<file path="config.mk">
export PLATFORM = sky130hd
export DESIGN_NAME = aoc_top
export DESIGN_NICKNAME = d
export VERILOG_FILES = /design/src/aoc_pkg.sv /design/src/aoc_alu.sv /design/src/aoc_axil.sv /design/src/aoc_top.sv
export SDC_FILE = /design/constraint.sdc
export NUM_CORES = 2
export LEC_CHECK = 0
export ABC_AREA = 1
export BUFFER_PORTS_ARGS = -buffer_cell sky130_fd_sc_hd__buf_2
export CAP_MARGIN = 10
export CORE_MARGIN = 1
export CORE_UTILIZATION = 28
export CTS_CLUSTER_SIZE = 20
export DETAILED_ROUTE_END_ITERATION = 12
export GPL_TIMING_DRIVEN = 0
export PLACE_DENSITY = 0.52
export SLEW_MARGIN = 20
export SYNTH_ARGS = -nofsm -noshare
export SYNTH_HDL_FRONTEND = slang
export SYNTH_SLANG_ARGS = --single-unit
export TNS_END_PERCENT = 20
</file>
<file path="constraint.sdc">
create_clock -name aclk -period 3.7 [get_ports aclk]
set_clock_uncertainty 0.15 [all_clocks]
set_input_delay 0.74 -clock aclk [delete_from_list [all_inputs] [get_ports aclk]]
set_output_delay 0.74 -clock aclk [all_outputs]
set_load 0.01 [all_outputs]
</file>
<file path="src/aoc_pkg.sv">
// package for the atomic operation completer: request/answer carriers, codes,
// register map and field positions.
// assumes a transaction layer that delivers decoded request headers one at a time.
package aoc_pkg;
   // request type codes
   localparam logic [1:0] AOC_OP_FADD = 2'h0;
   localparam logic [1:0] AOC_OP_SWAP = 2'h1;
   localparam logic [1:0] AOC_OP_CAS = 2'h2;
   // completion status codes
   localparam logic [2:0] AOC_ST_SC = 3'h0;
   localparam logic [2:0] AOC_ST_UR = 3'h1;
   localparam logic [2:0] AOC_ST_CA = 3'h4;
   // register byte offsets
   localparam logic [7:0] AOC_REG_CAP = 8'h00;
   localparam logic [7:0] AOC_REG_CTRL = 8'h04;
   localparam logic [7:0] AOC_REG_ERR = 8'h08;
   localparam logic [7:0] AOC_REG_WIN_LO = 8'h0c;
   localparam logic [7:0] AOC_REG_WIN_HI = 8'h10;
   localparam logic [7:0] AOC_REG_SEV = 8'h14;
   // capability bits
   localparam int AOC_CAP_ROUTE = 6;
   localparam int AOC_CAP_32 = 7;
   localparam int AOC_CAP_64 = 8;
   localparam int AOC_CAP_128 = 9;
   // control bits
   localparam int AOC_CTRL_EGB = 7;
   localparam int AOC_CTRL_PEER = 8;
   // error status bits (write one to clear)
   localparam int AOC_ERR_POISON = 0;
   localparam int AOC_ERR_UR = 1;
   localparam int AOC_ERR_MAL = 2;
   localparam int AOC_ERR_CA = 3;
   localparam int AOC_ERR_EGB = 4;
   localparam int AOC_ERR_ADV = 5;
   localparam int AOC_ERR_PEER = 6;
   localparam logic [31:0] AOC_CTRL_RST = 32'h0000_0000;
   localparam logic [31:0] AOC_WIN_LO_RST = 32'h0000_0000;
   localparam logic [31:0] AOC_WIN_HI_RST = 32'hffff_ffff;
   localparam logic AOC_SUP_128 = 1'b1;

   typedef struct packed {
      logic [1:0] op;
      logic [3:0] length;
      logic addr64;
      logic [63:0] addr;
      logic poisoned;
      logic no_snoop;
      logic relaxed;
      logic egress_out;
      logic peer_route;
      logic acs_fail;
      logic [127:0] opa;
      logic [127:0] opb;
      logic [15:0] tag;
   } aoc_req_s;

   typedef struct packed {
      logic [2:0] status;
      logic relaxed;
      logic [15:0] tag;
      logic [1:0] size;
      logic [127:0] data;
   } aoc_cpl_s;

   typedef struct packed {
      logic we;
      logic [63:0] addr;
      logic [127:0] wdata;
      logic [1:0] size;
   } aoc_mem_s;
endpackage

</file>
<file path="src/aoc_alu.sv">
// atomic arithmetic: fetch-add, swap and compare-swap on a size-masked operand.
// assumes operands arrive zero-extended in the low bits.
module aoc_alu
   import aoc_pkg::*;
(
   input wire logic [1:0] op,
   input wire logic [1:0] size,
   input wire logic [127:0] orig,
   input wire logic [127:0] opa,
   input wire logic [127:0] opb,
   output logic [127:0] result,
   output logic write_back
);
   function automatic logic [127:0] size_mask(input logic [1:0] sz);
      unique case (sz)
         2'h0: size_mask = {96'h0, {32{1'b1}}};
         2'h1: size_mask = {64'h0, {64{1'b1}}};
         default: size_mask = {128{1'b1}};
      endcase
   endfunction

   always_comb begin
      logic [127:0] m;
      m = size_mask(size);
      result = '0;
      write_back = 1'b0;
      unique case (op)
         AOC_OP_FADD: begin
            result = (orig + opa) & m;
            write_back = 1'b1;
         end
         AOC_OP_SWAP: begin
            result = opa & m;
            write_back = 1'b1;
         end
         default: begin
            result = opb & m;
            write_back = ((orig & m) == (opa & m));
         end
      endcase
   end
endmodule

</file>
<file path="src/aoc_axil.sv">
// axi4-lite register slave: one write and one read at a time; reads answer in one cycle, writes one cycle after address and data are both held.
// assumes a single master; unmapped reads return zero with slverr.
module aoc_axil
   import aoc_pkg::*;
(
   input wire logic aclk,
   input wire logic aresetn,
   input wire logic [7:0] s_awaddr,
   input wire logic s_awvalid,
   output logic s_awready,
   input wire logic [31:0] s_wdata,
   input wire logic [3:0] s_wstrb,
   input wire logic s_wvalid,
   output logic s_wready,
   output logic [1:0] s_bresp,
   output logic s_bvalid,
   input wire logic s_bready,
   input wire logic [7:0] s_araddr,
   input wire logic s_arvalid,
   output logic s_arready,
   output logic [31:0] s_rdata,
   output logic [1:0] s_rresp,
   output logic s_rvalid,
   input wire logic s_rready,
   output logic wr_en,
   output logic [7:0] wr_addr,
   output logic [31:0] wr_data,
   output logic [3:0] wr_strb,
   output logic [7:0] rd_addr,
   input wire logic [31:0] rd_data,
   input wire logic rd_hit,
   input wire logic wr_hit
);
   logic aw_have_r, w_have_r;
   logic [7:0] awaddr_r;
   logic [31:0] wdata_r;
   logic [3:0] wstrb_r;

   assign s_awready = !aw_have_r && !s_bvalid;
   assign s_wready = !w_have_r && !s_bvalid;
   assign wr_en = aw_have_r && w_have_r && !s_bvalid;
   assign wr_addr = awaddr_r;
   assign wr_data = wdata_r;
   assign wr_strb = wstrb_r;
   assign s_arready = !s_rvalid;
   assign rd_addr = s_araddr;

   always_ff @(posedge aclk) begin
      if (!aresetn) begin
         aw_have_r <= 1'b0;
         w_have_r <= 1'b0;
         awaddr_r <= 8'h00;
         wdata_r <= 32'h0;
         wstrb_r <= 4'h0;
         s_bvalid <= 1'b0;
         s_bresp <= 2'h0;
      end else begin
         if (s_awvalid && s_awready) begin
            aw_have_r <= 1'b1;
            awaddr_r <= s_awaddr;
         end
         if (s_wvalid && s_wready) begin
            w_have_r <= 1'b1;
            wdata_r <= s_wdata;
            wstrb_r <= s_wstrb;
         end
         if (wr_en) begin
            aw_have_r <= 1'b0;
            w_have_r <= 1'b0;
            s_bvalid <= 1'b1;
            s_bresp <= wr_hit ? 2'h0 : 2'h2;
         end else if (s_bvalid && s_bready) begin
            s_bvalid <= 1'b0;
         end
      end
   end

   always_ff @(posedge aclk) begin
      if (!aresetn) begin
         s_rvalid <= 1'b0;
         s_rdata <= 32'h0;
         s_rresp <= 2'h0;
      end else if (s_arvalid && s_arready) begin
         s_rvalid <= 1'b1;
         s_rdata <= rd_hit ? rd_data : 32'h0;
         s_rresp <= rd_hit ? 2'h0 : 2'h2;
      end else if (s_rvalid && s_rready) begin
         s_rvalid <= 1'b0;
      end
   end
endmodule

</file>
<file path="src/aoc_top.sv">
// atomic operation completer and egress gate: decodes one atomic request,
// classifies errors, performs the read-modify-write on a local memory port, answers.
// assumes memory port reads return in mem_rvalid and writes complete on the cycle issued;
// the request source holds req_valid until req_ready.
//
// Register access over AXI4-Lite and the register addresses are this design's own decisions.
module aoc_top
   import aoc_pkg::*;
(
   input wire logic aclk,
   input wire logic aresetn,
   input wire logic req_valid,
   output logic req_ready,
   input wire aoc_pkg::aoc_req_s req,
   output logic cpl_valid,
   input wire logic cpl_ready,
   output aoc_pkg::aoc_cpl_s cpl,
   output logic mem_valid,
   output aoc_pkg::aoc_mem_s mem,
   input wire logic mem_rvalid,
   input wire logic [127:0] mem_rdata,
   input wire logic mem_err,
   output logic ur_detected,
   output logic lock_active,
   input wire logic [7:0] s_awaddr,
   input wire logic s_awvalid,
   output logic s_awready,
   input wire logic [31:0] s_wdata,
   input wire logic [3:0] s_wstrb,
   input wire logic s_wvalid,
   output logic s_wready,
   output logic [1:0] s_bresp,
   output logic s_bvalid,
   input wire logic s_bready,
   input wire logic [7:0] s_araddr,
   input wire logic s_arvalid,
   output logic s_arready,
   output logic [31:0] s_rdata,
   output logic [1:0] s_rresp,
   output logic s_rvalid,
   input wire logic s_rready
);
   import aoc_pkg::*;

   typedef enum logic [4:0] {
      AOC_IDLE = 5'b00001,
      AOC_READ = 5'b00010,
      AOC_WAIT = 5'b00100,
      AOC_WRITE = 5'b01000,
      AOC_CPL = 5'b10000
   } aoc_state_e;

   // ----------------------------------------------------------------
   // decode helpers
   // ----------------------------------------------------------------
   // length is in dwords; fetch-add/swap carry one operand, compare-swap two
   function automatic logic len_legal(input logic [1:0] op, input logic [3:0] len);
      if (op == AOC_OP_CAS)
         len_legal = (len == 4'h2) || (len == 4'h4) || (len == 4'h8);
      else
         len_legal = (len == 4'h1) || (len == 4'h2);
   endfunction

   function automatic logic [1:0] len_size(input logic [1:0] op, input logic [3:0] len);
      logic [3:0] per;
      per = (op == AOC_OP_CAS) ? {1'b0, len[3:1]} : len;
      len_size = (per == 4'h1) ? 2'h0 : (per == 4'h2) ? 2'h1 : 2'h2;
   endfunction

   // the memory port hands back a whole line; answers must carry only the operand,
   // otherwise stale upper bits of a wider earlier access leak into a narrow answer
   function automatic logic [127:0] size_mask(input logic [1:0] sz);
      unique case (sz)
         2'h0: size_mask = {96'h0, {32{1'b1}}};
         2'h1: size_mask = {64'h0, {64{1'b1}}};
         default: size_mask = {128{1'b1}};
      endcase
   endfunction

   // ----------------------------------------------------------------
   // registers
   // ----------------------------------------------------------------
   logic wr_en, rd_hit, wr_hit;
   logic [7:0] wr_addr, rd_addr;
   logic [31:0] wr_data, rd_data, cap_val;
   logic [3:0] wr_strb;
   logic [31:0] ctrl_r, win_lo_r, win_hi_r, sev_r;
   logic [6:0] err_r, err_set;

   assign cap_val = (32'h1 << AOC_CAP_ROUTE) | (32'h1 << AOC_CAP_32) | (32'h1 << AOC_CAP_64)
                    | ({31'h0, AOC_SUP_128} << AOC_CAP_128);

   aoc_axil u_bus (
      .aclk(aclk),
      .aresetn(aresetn),
      .s_awaddr(s_awaddr),
      .s_awvalid(s_awvalid),
      .s_awready(s_awready),
      .s_wdata(s_wdata),
      .s_wstrb(s_wstrb),
      .s_wvalid(s_wvalid),
      .s_wready(s_wready),
      .s_bresp(s_bresp),
      .s_bvalid(s_bvalid),
      .s_bready(s_bready),
      .s_araddr(s_araddr),
      .s_arvalid(s_arvalid),
      .s_arready(s_arready),
      .s_rdata(s_rdata),
      .s_rresp(s_rresp),
      .s_rvalid(s_rvalid),
      .s_rready(s_rready),
      .wr_en(wr_en),
      .wr_addr(wr_addr),
      .wr_data(wr_data),
      .wr_strb(wr_strb),
      .rd_addr(rd_addr),
      .rd_data(rd_data),
      .rd_hit(rd_hit),
      .wr_hit(wr_hit)
   );

   assign wr_hit = (wr_addr == AOC_REG_CAP) || (wr_addr == AOC_REG_CTRL) || (wr_addr == AOC_REG_ERR)
                   || (wr_addr == AOC_REG_WIN_LO) || (wr_addr == AOC_REG_WIN_HI) || (wr_addr == AOC_REG_SEV);

   always_comb begin
      rd_hit = 1'b1;
      unique case (rd_addr)
         AOC_REG_CAP: rd_data = cap_val;
         AOC_REG_CTRL: rd_data = ctrl_r;
         AOC_REG_ERR: rd_data = {25'h0, err_r};
         AOC_REG_WIN_LO: rd_data = win_lo_r;
         AOC_REG_WIN_HI: rd_data = win_hi_r;
         AOC_REG_SEV: rd_data = sev_r;
         default: begin
            rd_data = 32'h0;
            rd_hit = 1'b0;
         end
      endcase
   end

   function automatic logic [31:0] merge(input logic [31:0] old, input logic [31:0] d, input logic [3:0] s);
      for (int i = 0; i < 4; i++)
         if (s[i])
            old[i*8 +: 8] = d[i*8 +: 8];
      merge = old;
   endfunction

   always_ff @(posedge aclk) begin
      if (!aresetn) begin
         ctrl_r <= AOC_CTRL_RST;
         win_lo_r <= AOC_WIN_LO_RST;
         win_hi_r <= AOC_WIN_HI_RST;
         sev_r <= 32'h0;
      end else if (wr_en) begin
         // only the egress-block and peer bits are writable in control
         if (wr_addr == AOC_REG_CTRL)
            ctrl_r <= merge(ctrl_r, wr_data, wr_strb) & ((32'h1 << AOC_CTRL_EGB) | (32'h1 << AOC_CTRL_PEER));
         if (wr_addr == AOC_REG_WIN_LO)
            win_lo_r <= merge(win_lo_r, wr_data, wr_strb);
         if (wr_addr == AOC_REG_WIN_HI)
            win_hi_r <= merge(win_hi_r, wr_data, wr_strb);
         if (wr_addr == AOC_REG_SEV)
            sev_r <= merge(sev_r, wr_data, wr_strb) & (32'h1 << AOC_ERR_EGB);
      end
   end

   // set wins over the write-one-to-clear
   always_ff @(posedge aclk) begin
      if (!aresetn)
         err_r <= 7'h00;
      else if (wr_en && wr_addr == AOC_REG_ERR && wr_strb[0])
         err_r <= (err_r & ~wr_data[6:0]) | err_set;
      else
         err_r <= err_r | err_set;
   end

   // ----------------------------------------------------------------
   // request classification
   // ----------------------------------------------------------------
   aoc_state_e state_r;
   aoc_req_s req_r;
   logic [1:0] size_r;
   logic [127:0] orig_r, alu_res;
   logic alu_wb;
   logic [127:0] orig_m;
   logic take, malformed, blocked, in_win, supported;
   logic [2:0] early_st;

   assign req_ready = (state_r == AOC_IDLE);
   assign take = req_valid && req_ready;
   // an unknown type with a legal length is well formed: it is refused, never dropped
   assign malformed = !len_legal(req.op, req.length);
   assign blocked = req.egress_out && ctrl_r[AOC_CTRL_EGB];
   assign supported = (req.op != 2'h3) && ((len_size(req.op, req.length) != 2'h2) || AOC_SUP_128);
   assign in_win = (req.addr >= {32'h0, win_lo_r}) && (req.addr <= {32'h0, win_hi_r});

   always_comb begin
      err_set = 7'h00;
      early_st = AOC_ST_SC;
      if (take) begin
         if (malformed)
            err_set[AOC_ERR_MAL] = 1'b1;
         else if (req.acs_fail) begin
            early_st = AOC_ST_CA;
            err_set[AOC_ERR_CA] = 1'b1;
         end else if (blocked) begin
            early_st = AOC_ST_UR;
            err_set[AOC_ERR_EGB] = 1'b1;
            err_set[AOC_ERR_ADV] = !sev_r[AOC_ERR_EGB];
         end else if (req.peer_route && !ctrl_r[AOC_CTRL_PEER]) begin
            early_st = AOC_ST_UR;
            err_set[AOC_ERR_PEER] = 1'b1;
            err_set[AOC_ERR_UR] = 1'b1;
         end else if (req.poisoned) begin
            early_st = AOC_ST_UR;
            err_set[AOC_ERR_POISON] = 1'b1;
         end else if (!supported) begin
            early_st = AOC_ST_UR;
            err_set[AOC_ERR_UR] = 1'b1;
         end else if (!in_win) begin
            early_st = AOC_ST_CA;
            err_set[AOC_ERR_CA] = 1'b1;
         end
      end
      if (state_r == AOC_WAIT && mem_rvalid && mem_err)
         err_set[AOC_ERR_CA] = 1'b1;
   end

   // unsupported-detected follows the ur bit only; egress-blocked never touches it
   assign ur_detected = err_r[AOC_ERR_UR];

   // ----------------------------------------------------------------
   // read-modify-write sequencer
   // ----------------------------------------------------------------
   aoc_alu u_alu (
      .op(req_r.op),
      .size(size_r),
      .orig(orig_r),
      .opa(req_r.opa),
      .opb(req_r.opb),
      .result(alu_res),
      .write_back(alu_wb)
   );

   assign orig_m = orig_r & size_mask(size_r);

   // the target stays locked from read issue to write, so no other access
   // interleaves; no-snoop is ignored on purpose
   assign lock_active = (state_r == AOC_READ) || (state_r == AOC_WAIT) || (state_r == AOC_WRITE);
   assign mem_valid = (state_r == AOC_READ) || (state_r == AOC_WRITE && alu_wb);
   assign mem.we = (state_r == AOC_WRITE);
   assign mem.addr = req_r.addr;
   assign mem.wdata = alu_res;
   assign mem.size = size_r;
   assign cpl_valid = (state_r == AOC_CPL);

   always_ff @(posedge aclk) begin
      if (!aresetn) begin
         state_r <= AOC_IDLE;
         req_r <= '0;
         size_r <= 2'h0;
         orig_r <= '0;
         cpl <= '0;
      end else begin
         unique case (state_r)
            AOC_IDLE: if (take) begin
               req_r <= req;
               size_r <= len_size(req.op, req.length);
               cpl.tag <= req.tag;
               cpl.relaxed <= req.relaxed;
               cpl.size <= len_size(req.op, req.length);
               cpl.data <= '0;
               cpl.status <= early_st;
               // malformed packets are dropped with no completion
               if (malformed)
                  state_r <= AOC_IDLE;
               else if (early_st != AOC_ST_SC)
                  state_r <= AOC_CPL;
               else
                  state_r <= AOC_READ;
            end
            AOC_READ: state_r <= AOC_WAIT;
            AOC_WAIT: if (mem_rvalid) begin
               orig_r <= mem_rdata;
               if (mem_err) begin
                  cpl.status <= AOC_ST_CA;
                  state_r <= AOC_CPL;
               end else begin
                  state_r <= AOC_WRITE;
               end
            end
            AOC_WRITE: begin
               cpl.data <= orig_m;
               state_r <= AOC_CPL;
            end
            AOC_CPL: if (cpl_ready)
               state_r <= AOC_IDLE;
         endcase
      end
   end

   // ----------------------------------------------------------------
   // checks
   // ----------------------------------------------------------------
   a_poison_no_write: assert property (@(posedge aclk) disable iff (!aresetn)
      take && !malformed && early_st == AOC_ST_UR && req.poisoned |-> ##1 (!mem_valid)[*2])
      else $error("poisoned request touched memory");
   a_blocked_ur_status: assert property (@(posedge aclk) disable iff (!aresetn)
      take && !malformed && !req.acs_fail && blocked |-> ##1 cpl_valid && cpl.status == AOC_ST_UR)
      else $error("egress block did not answer unsupported");
   a_blocked_keeps_ur: assert property (@(posedge aclk) disable iff (!aresetn)
      take && !malformed && !req.acs_fail && blocked |-> ##1 $stable(ur_detected))
      else $error("egress block changed unsupported detected");
   a_mal_no_cpl: assert property (@(posedge aclk) disable iff (!aresetn)
      take && malformed |-> ##1 !cpl_valid && err_r[AOC_ERR_MAL])
      else $error("malformed request answered");
   a_err_abort_sts: assert property (@(posedge aclk) disable iff (!aresetn)
      state_r == AOC_WAIT && mem_rvalid && mem_err |-> ##1 cpl_valid && cpl.status == AOC_ST_CA)
      else $error("memory error did not abort");
   a_cas_miss_nowr: assert property (@(posedge aclk) disable iff (!aresetn)
      state_r == AOC_WRITE && req_r.op == AOC_OP_CAS && !alu_wb |-> !mem_valid ##1 cpl.data == $past(orig_m))
      else $error("compare miss wrote or lost original");
   a_fadd_sum_out: assert property (@(posedge aclk) disable iff (!aresetn)
      state_r == AOC_WRITE && req_r.op == AOC_OP_FADD && size_r == 2'h0 |->
      mem_valid && mem.wdata[31:0] == orig_r[31:0] + req_r.opa[31:0])
      else $error("fetch add sum wrong");
   a_relaxed_follows: assert property (@(posedge aclk) disable iff (!aresetn)
      take && !malformed |-> ##1 cpl.relaxed == $past(req.relaxed))
      else $error("relaxed ordering not carried");
   a_egb_reset_clr: assert property (@(posedge aclk)
      !aresetn |-> ##1 !ctrl_r[AOC_CTRL_EGB])
      else $error("egress block not cleared by reset");
   a_lock_span: assert property (@(posedge aclk) disable iff (!aresetn)
      state_r == AOC_READ |-> lock_active ##1 lock_active)
      else $error("lock dropped during access");
   a_bad_op_ur: assert property (@(posedge aclk) disable iff (!aresetn)
      take && req.op == 2'h3 && !malformed && !req.acs_fail |-> ##1 cpl_valid && cpl.status == AOC_ST_UR)
      else $error("unknown type not refused as unsupported");
   a_acs_abort: assert property (@(posedge aclk) disable iff (!aresetn)
      take && !malformed && req.acs_fail |-> ##1 cpl_valid && cpl.status == AOC_ST_CA)
      else $error("access control failure not aborted");
   a_peer_ur_log: assert property (@(posedge aclk) disable iff (!aresetn)
      take && !malformed && !req.acs_fail && !blocked && req.peer_route && !ctrl_r[AOC_CTRL_PEER] |->
      ##1 cpl.status == AOC_ST_UR && err_r[AOC_ERR_PEER])
      else $error("unsupported peer route not refused");
   a_size_decode: assert property (@(posedge aclk) disable iff (!aresetn)
      state_r == AOC_READ |-> (req_r.length == 4'h1 && size_r == 2'h0)
      || (req_r.length == 4'h2 && size_r == ((req_r.op == AOC_OP_CAS) ? 2'h0 : 2'h1))
      || (req_r.length == 4'h4 && size_r == 2'h1) || (req_r.length == 4'h8 && size_r == 2'h2))
      else $error("operand size decoded wrongly");
   a_rsp_sized: assert property (@(posedge aclk) disable iff (!aresetn)
      state_r == AOC_CPL && size_r != 2'h2 |->
      cpl.data[127:64] == 64'h0 && (size_r == 2'h1 || cpl.data[63:32] == 32'h0))
      else $error("answer wider than operand");
endmodule

</file>
==> summary.md <==
| Metric | Value |
|---|---|
| Slew @ Worst Pin | 1.211 ns |
| Share of cells above drive strength 1 | 31.97% |
| Sum Neg Setup Slack | -28.51 ns |
| Drt wl/cell | 25.59 µm |
| Final WS setup | -0.4059 ns |
| Fmax | 243.6 MHz |
| CTS tree | done |
| CP Max Fanout | 5 |
| Worst min path class | in -> reg |
| Nets | 9791 |
| Clock slew at reported path FFs | 0.06 ns |
| Initial core utilization | 28.27% |
| Final period util | 111.0% |
| Slew Limit Fails | 0 |
| #FFs+latches synth | 760 |
| Post-DP HPWL | 240.9 mm |
| Top-area cell type share of the netlist area | 32.12% |
| Largest net degree at the start of global routing | 15 |
| Synth Instances | 7842 |
| Reg2reg setup slack | 0.40 ns |
| VDD IR-drop max | 0.3494 mV |
| Post-route cell area | 67520 µm² |
| Critical path class | reg -> out |
| Chip Width | 413.3 µm |
| Yosys Warn Count | 0 |
| Clock sink count | 760 |
| Slowest CP cell | dfxtp_4 |
| Placer Congestion | 1.067 |
| Core area | 167600 µm² |
| CP Data Arrival Time | 3.22 ns |
| Synth unique cells | 48 |
| CP startpoint | req_r[248]$_SDFFE_PN0P_ |
| All-Layer GR Usage | 32.69% |
| Area growth from synthesis to layout | 42.53% |
| Worst slack, placed | -1.402 ns |
| Setup crit end kind | output port |
| Max_slew headroom | 19.29% |
| Via density | 5.024 |
| Max-cap violation count | 0 |
| Routed WL | 290.6 mm |
| Worst EP required | 2.81 ns |
| Vias | 57050 |
| Area leader, netlist | dfxtp_1 |
| DRT antenna net count | 0 |
| H-tree Lvls | 3 |
| Hold Buf Count CTS | 0 |
| Root Driver | clkbuf_16 |
| # IOs | 931 |
| Most frequent cells in the layout | 1817 x nand2_1, 1247 x inv_1, 952 x buf_2, 839 x a21oi_1, 539 x o21ai_0 |
| Placement Cell Area | 55030 µm² |
| GRT overflow | 0 |
| Lkg Pwr | 32.76 nW |
| Die H | 413.3 µm |
| Initial antenna violation count | 50 |
| Avg Cell Area, Syn | 6.041 µm² |
| Sequential area share after synthesis | 32.12% |
| FF/Latch Area | 15730 µm² |
| Drt initial violations | 4995 |
| Die Area | 170800 µm² |
| Reg2reg start | state_r[1]$_SDFFE_PN0P_ |
| Mapped Area | 47370 µm² |
| Filler cells | 18190 |
| Final setup fails | 127 |
| Top_reg_cell synth | dfxtp_1 |
| Tmin final | 4.106 ns |
| Power Total | 24.07 mW |
| Failing checks | negative setup slack |
| Pwr/cell area | 356.4 nW/µm² |
| DR pass1 iterations | 6 |
| Hold Vio Cnt, Final | 0 |
| Worst skew pair latency | 0.72 ns |
| Unrepaired setup endpoints after global routing | true |
| Final hold slack | 0.08290 ns |
| FP Rows | 150 |
| Synth async-reset ratio | 0% |
| Type of origin of the critical path | register |
| Deepest clock path buffer count | 3 |
| First-pass GRT wire length | 394.3 mm |
| Worst path max stage delay | 0.42 ns |
| CP Cell Sequence | ha_4 > nand2_1 > inv_1 > nand2_1 > nand2_1 > a21oi_1 > nor2_1 > nor2_1 > nand2_1 > a21oi_4 > nand2_1 > nand2_1 > nand3_2 > nand2_1 > nand2_1 > buf_2 |
| Hold path startpoint | mem_rdata[103] |
| Dominant cells by area after synthesis | dfxtp_1 32%, nand2_1 19%, inv_1 10%, a21oi_1 9.7%, o21ai_0 5.9% |
| Status | finished with violations |
| Commonest non-fill, non-tap cell in the layout | nand2_1 |
| Post-synth EDFFs | 0 |
| CTS buffer count | 94 |
| Multi-input logic area | 31940 µm² |
| Vias in the first global route | 54120 |
| Most frequent CP cell | nand2_1 |
| IO buf count | 924 |
| Residual DRC count | 0 |
[cell families (layout without fill, tap and decap cells)]
| kind of cell | after synthesis | count (layout) | share of synthesized area [%] |
|---|---|---|---|
| buffers and inverters | 1717 | 3006 | 14.47 |
| DFF | 760 | 760 | 32.12 |
| other | 1 | 22 | 0.007916 |
| adders and majority gates | 192 | 192 | 5.087 |
| AOI/OAI and AO/OA | 1604 | 1604 | 17.61 |
| and+or+nand+nor | 3532 | 3532 | 30.04 |
| xor gates and xnor gates | 36 | 36 | 0.6656 |
[state kept, by name, summed over array words and instances, names as in the netlist, 2 cells and up]
signal,count
win_hi_r,32
ctrl_r,2
u_bus.s_rdata,32
state_r,5
u_bus.wr_addr,8
size_r,2
req_r,258
win_lo_r,32
u_bus.wr_data,32
u_bus.wr_strb,4
err_r,7
mem,64
orig_r,128
cpl,147
[per-layer routing]
| metal | track usage [%] | vias up | wire length (µm) |
|---|---|---|---|
| met2 | 55.21 | 2328 | 136900 |
| met4 | 14.37 | 32 | 13680 |
| met1 | 40.42 | 27120 | 118800 |
| met5 | 0 | - | 202 |
| met3 | 5.814 | 442 | 21040 |
| li1 | - | 27120 | - |
[critical path: cells and delay by family, from the launching register on]
family / cells / cell delay [ns]
simple gates: 11 / 1.11
compound gates: 2 / 0.47
flops: 1 / 0.42
fa+ha+maj: 1 / 0.24
buf+inv: 2 / 0.22
[area by class of cell]
type / instances / area share, %
Timing Repair Buffer: 1121 / 10.06
Tap cell: 2204 / 4.084
Antenna cell: 19 / 0.07041
Inverter: 1321 / 7.390
Clock inverter: 38 / 0.6411
Sequential cell: 760 / 23.29
Buffer: 394 / 3.146
Clock buffer: 132 / 4.021
Multi-Input combinational cell: 5367 / 47.30
[cells in the mapped netlist, types with 2 or more instances]
cell	count
a211oi_1	2
a21o_1	2
a21oi_1	920
a22oi_1	2
a31oi_1	2
and2_1	2
buf_1	18
buf_2	78
buf_4	75
buf_6	4
clkbuf_1	220
clkinv_1	3
dfxtp_1	760
ha_1	191
inv_1	1313
inv_2	5
nand2_1	2349
nand2_2	12
nand3_1	388
nand3_2	9
nand4_1	43
nor2_1	592
nor2_2	10
nor2_4	3
nor3_1	95
nor3_2	6
nor4_1	17
o2111ai_1	9
o211ai_1	19
o21a_1	5
o21ai_0	556
o21ai_1	11
o21bai_1	6
o221ai_1	34
o22ai_1	28
o31ai_1	6
or2_2	2
xor2_1	35
[metrics by stage]
| step | util (%) | std cells |
|---|---|---|
| CTS | 39.17 | 11300 |
| finish | 40.29 | 11360 |
| global route | 40.27 | 11340 |
| global placement | 32.68 | 10970 |
| floorplan | - | 7844 |
| detailed placement | 32.83 | 10980 |
[final timing paths]
check	to	depth (start not counted)
hold reg to reg	req_r[118]$_SDFFE_PN0P_	2
setup / recovery	mem[116]	16
hold / removal	orig_r[103]$_SDFFE_PN0P_	3
setup reg to reg	orig_r[116]$_SDFFE_PN0P_	9
[what timing repair did]
action,CTS,global route
setup buffers,147,41
pin swaps,313,150
setup endpoints to repair,129,130
gates resized for setup,1677,404
gates cloned,1,0
[where the power goes]
group	internal, mW	total, mW	switching [mW]
Clock	5.44	9.60	4.16
Combinational	1.84	5.53	3.70
Sequential	8.58	8.93	0.353
Power figures use the tool's default switching activity.
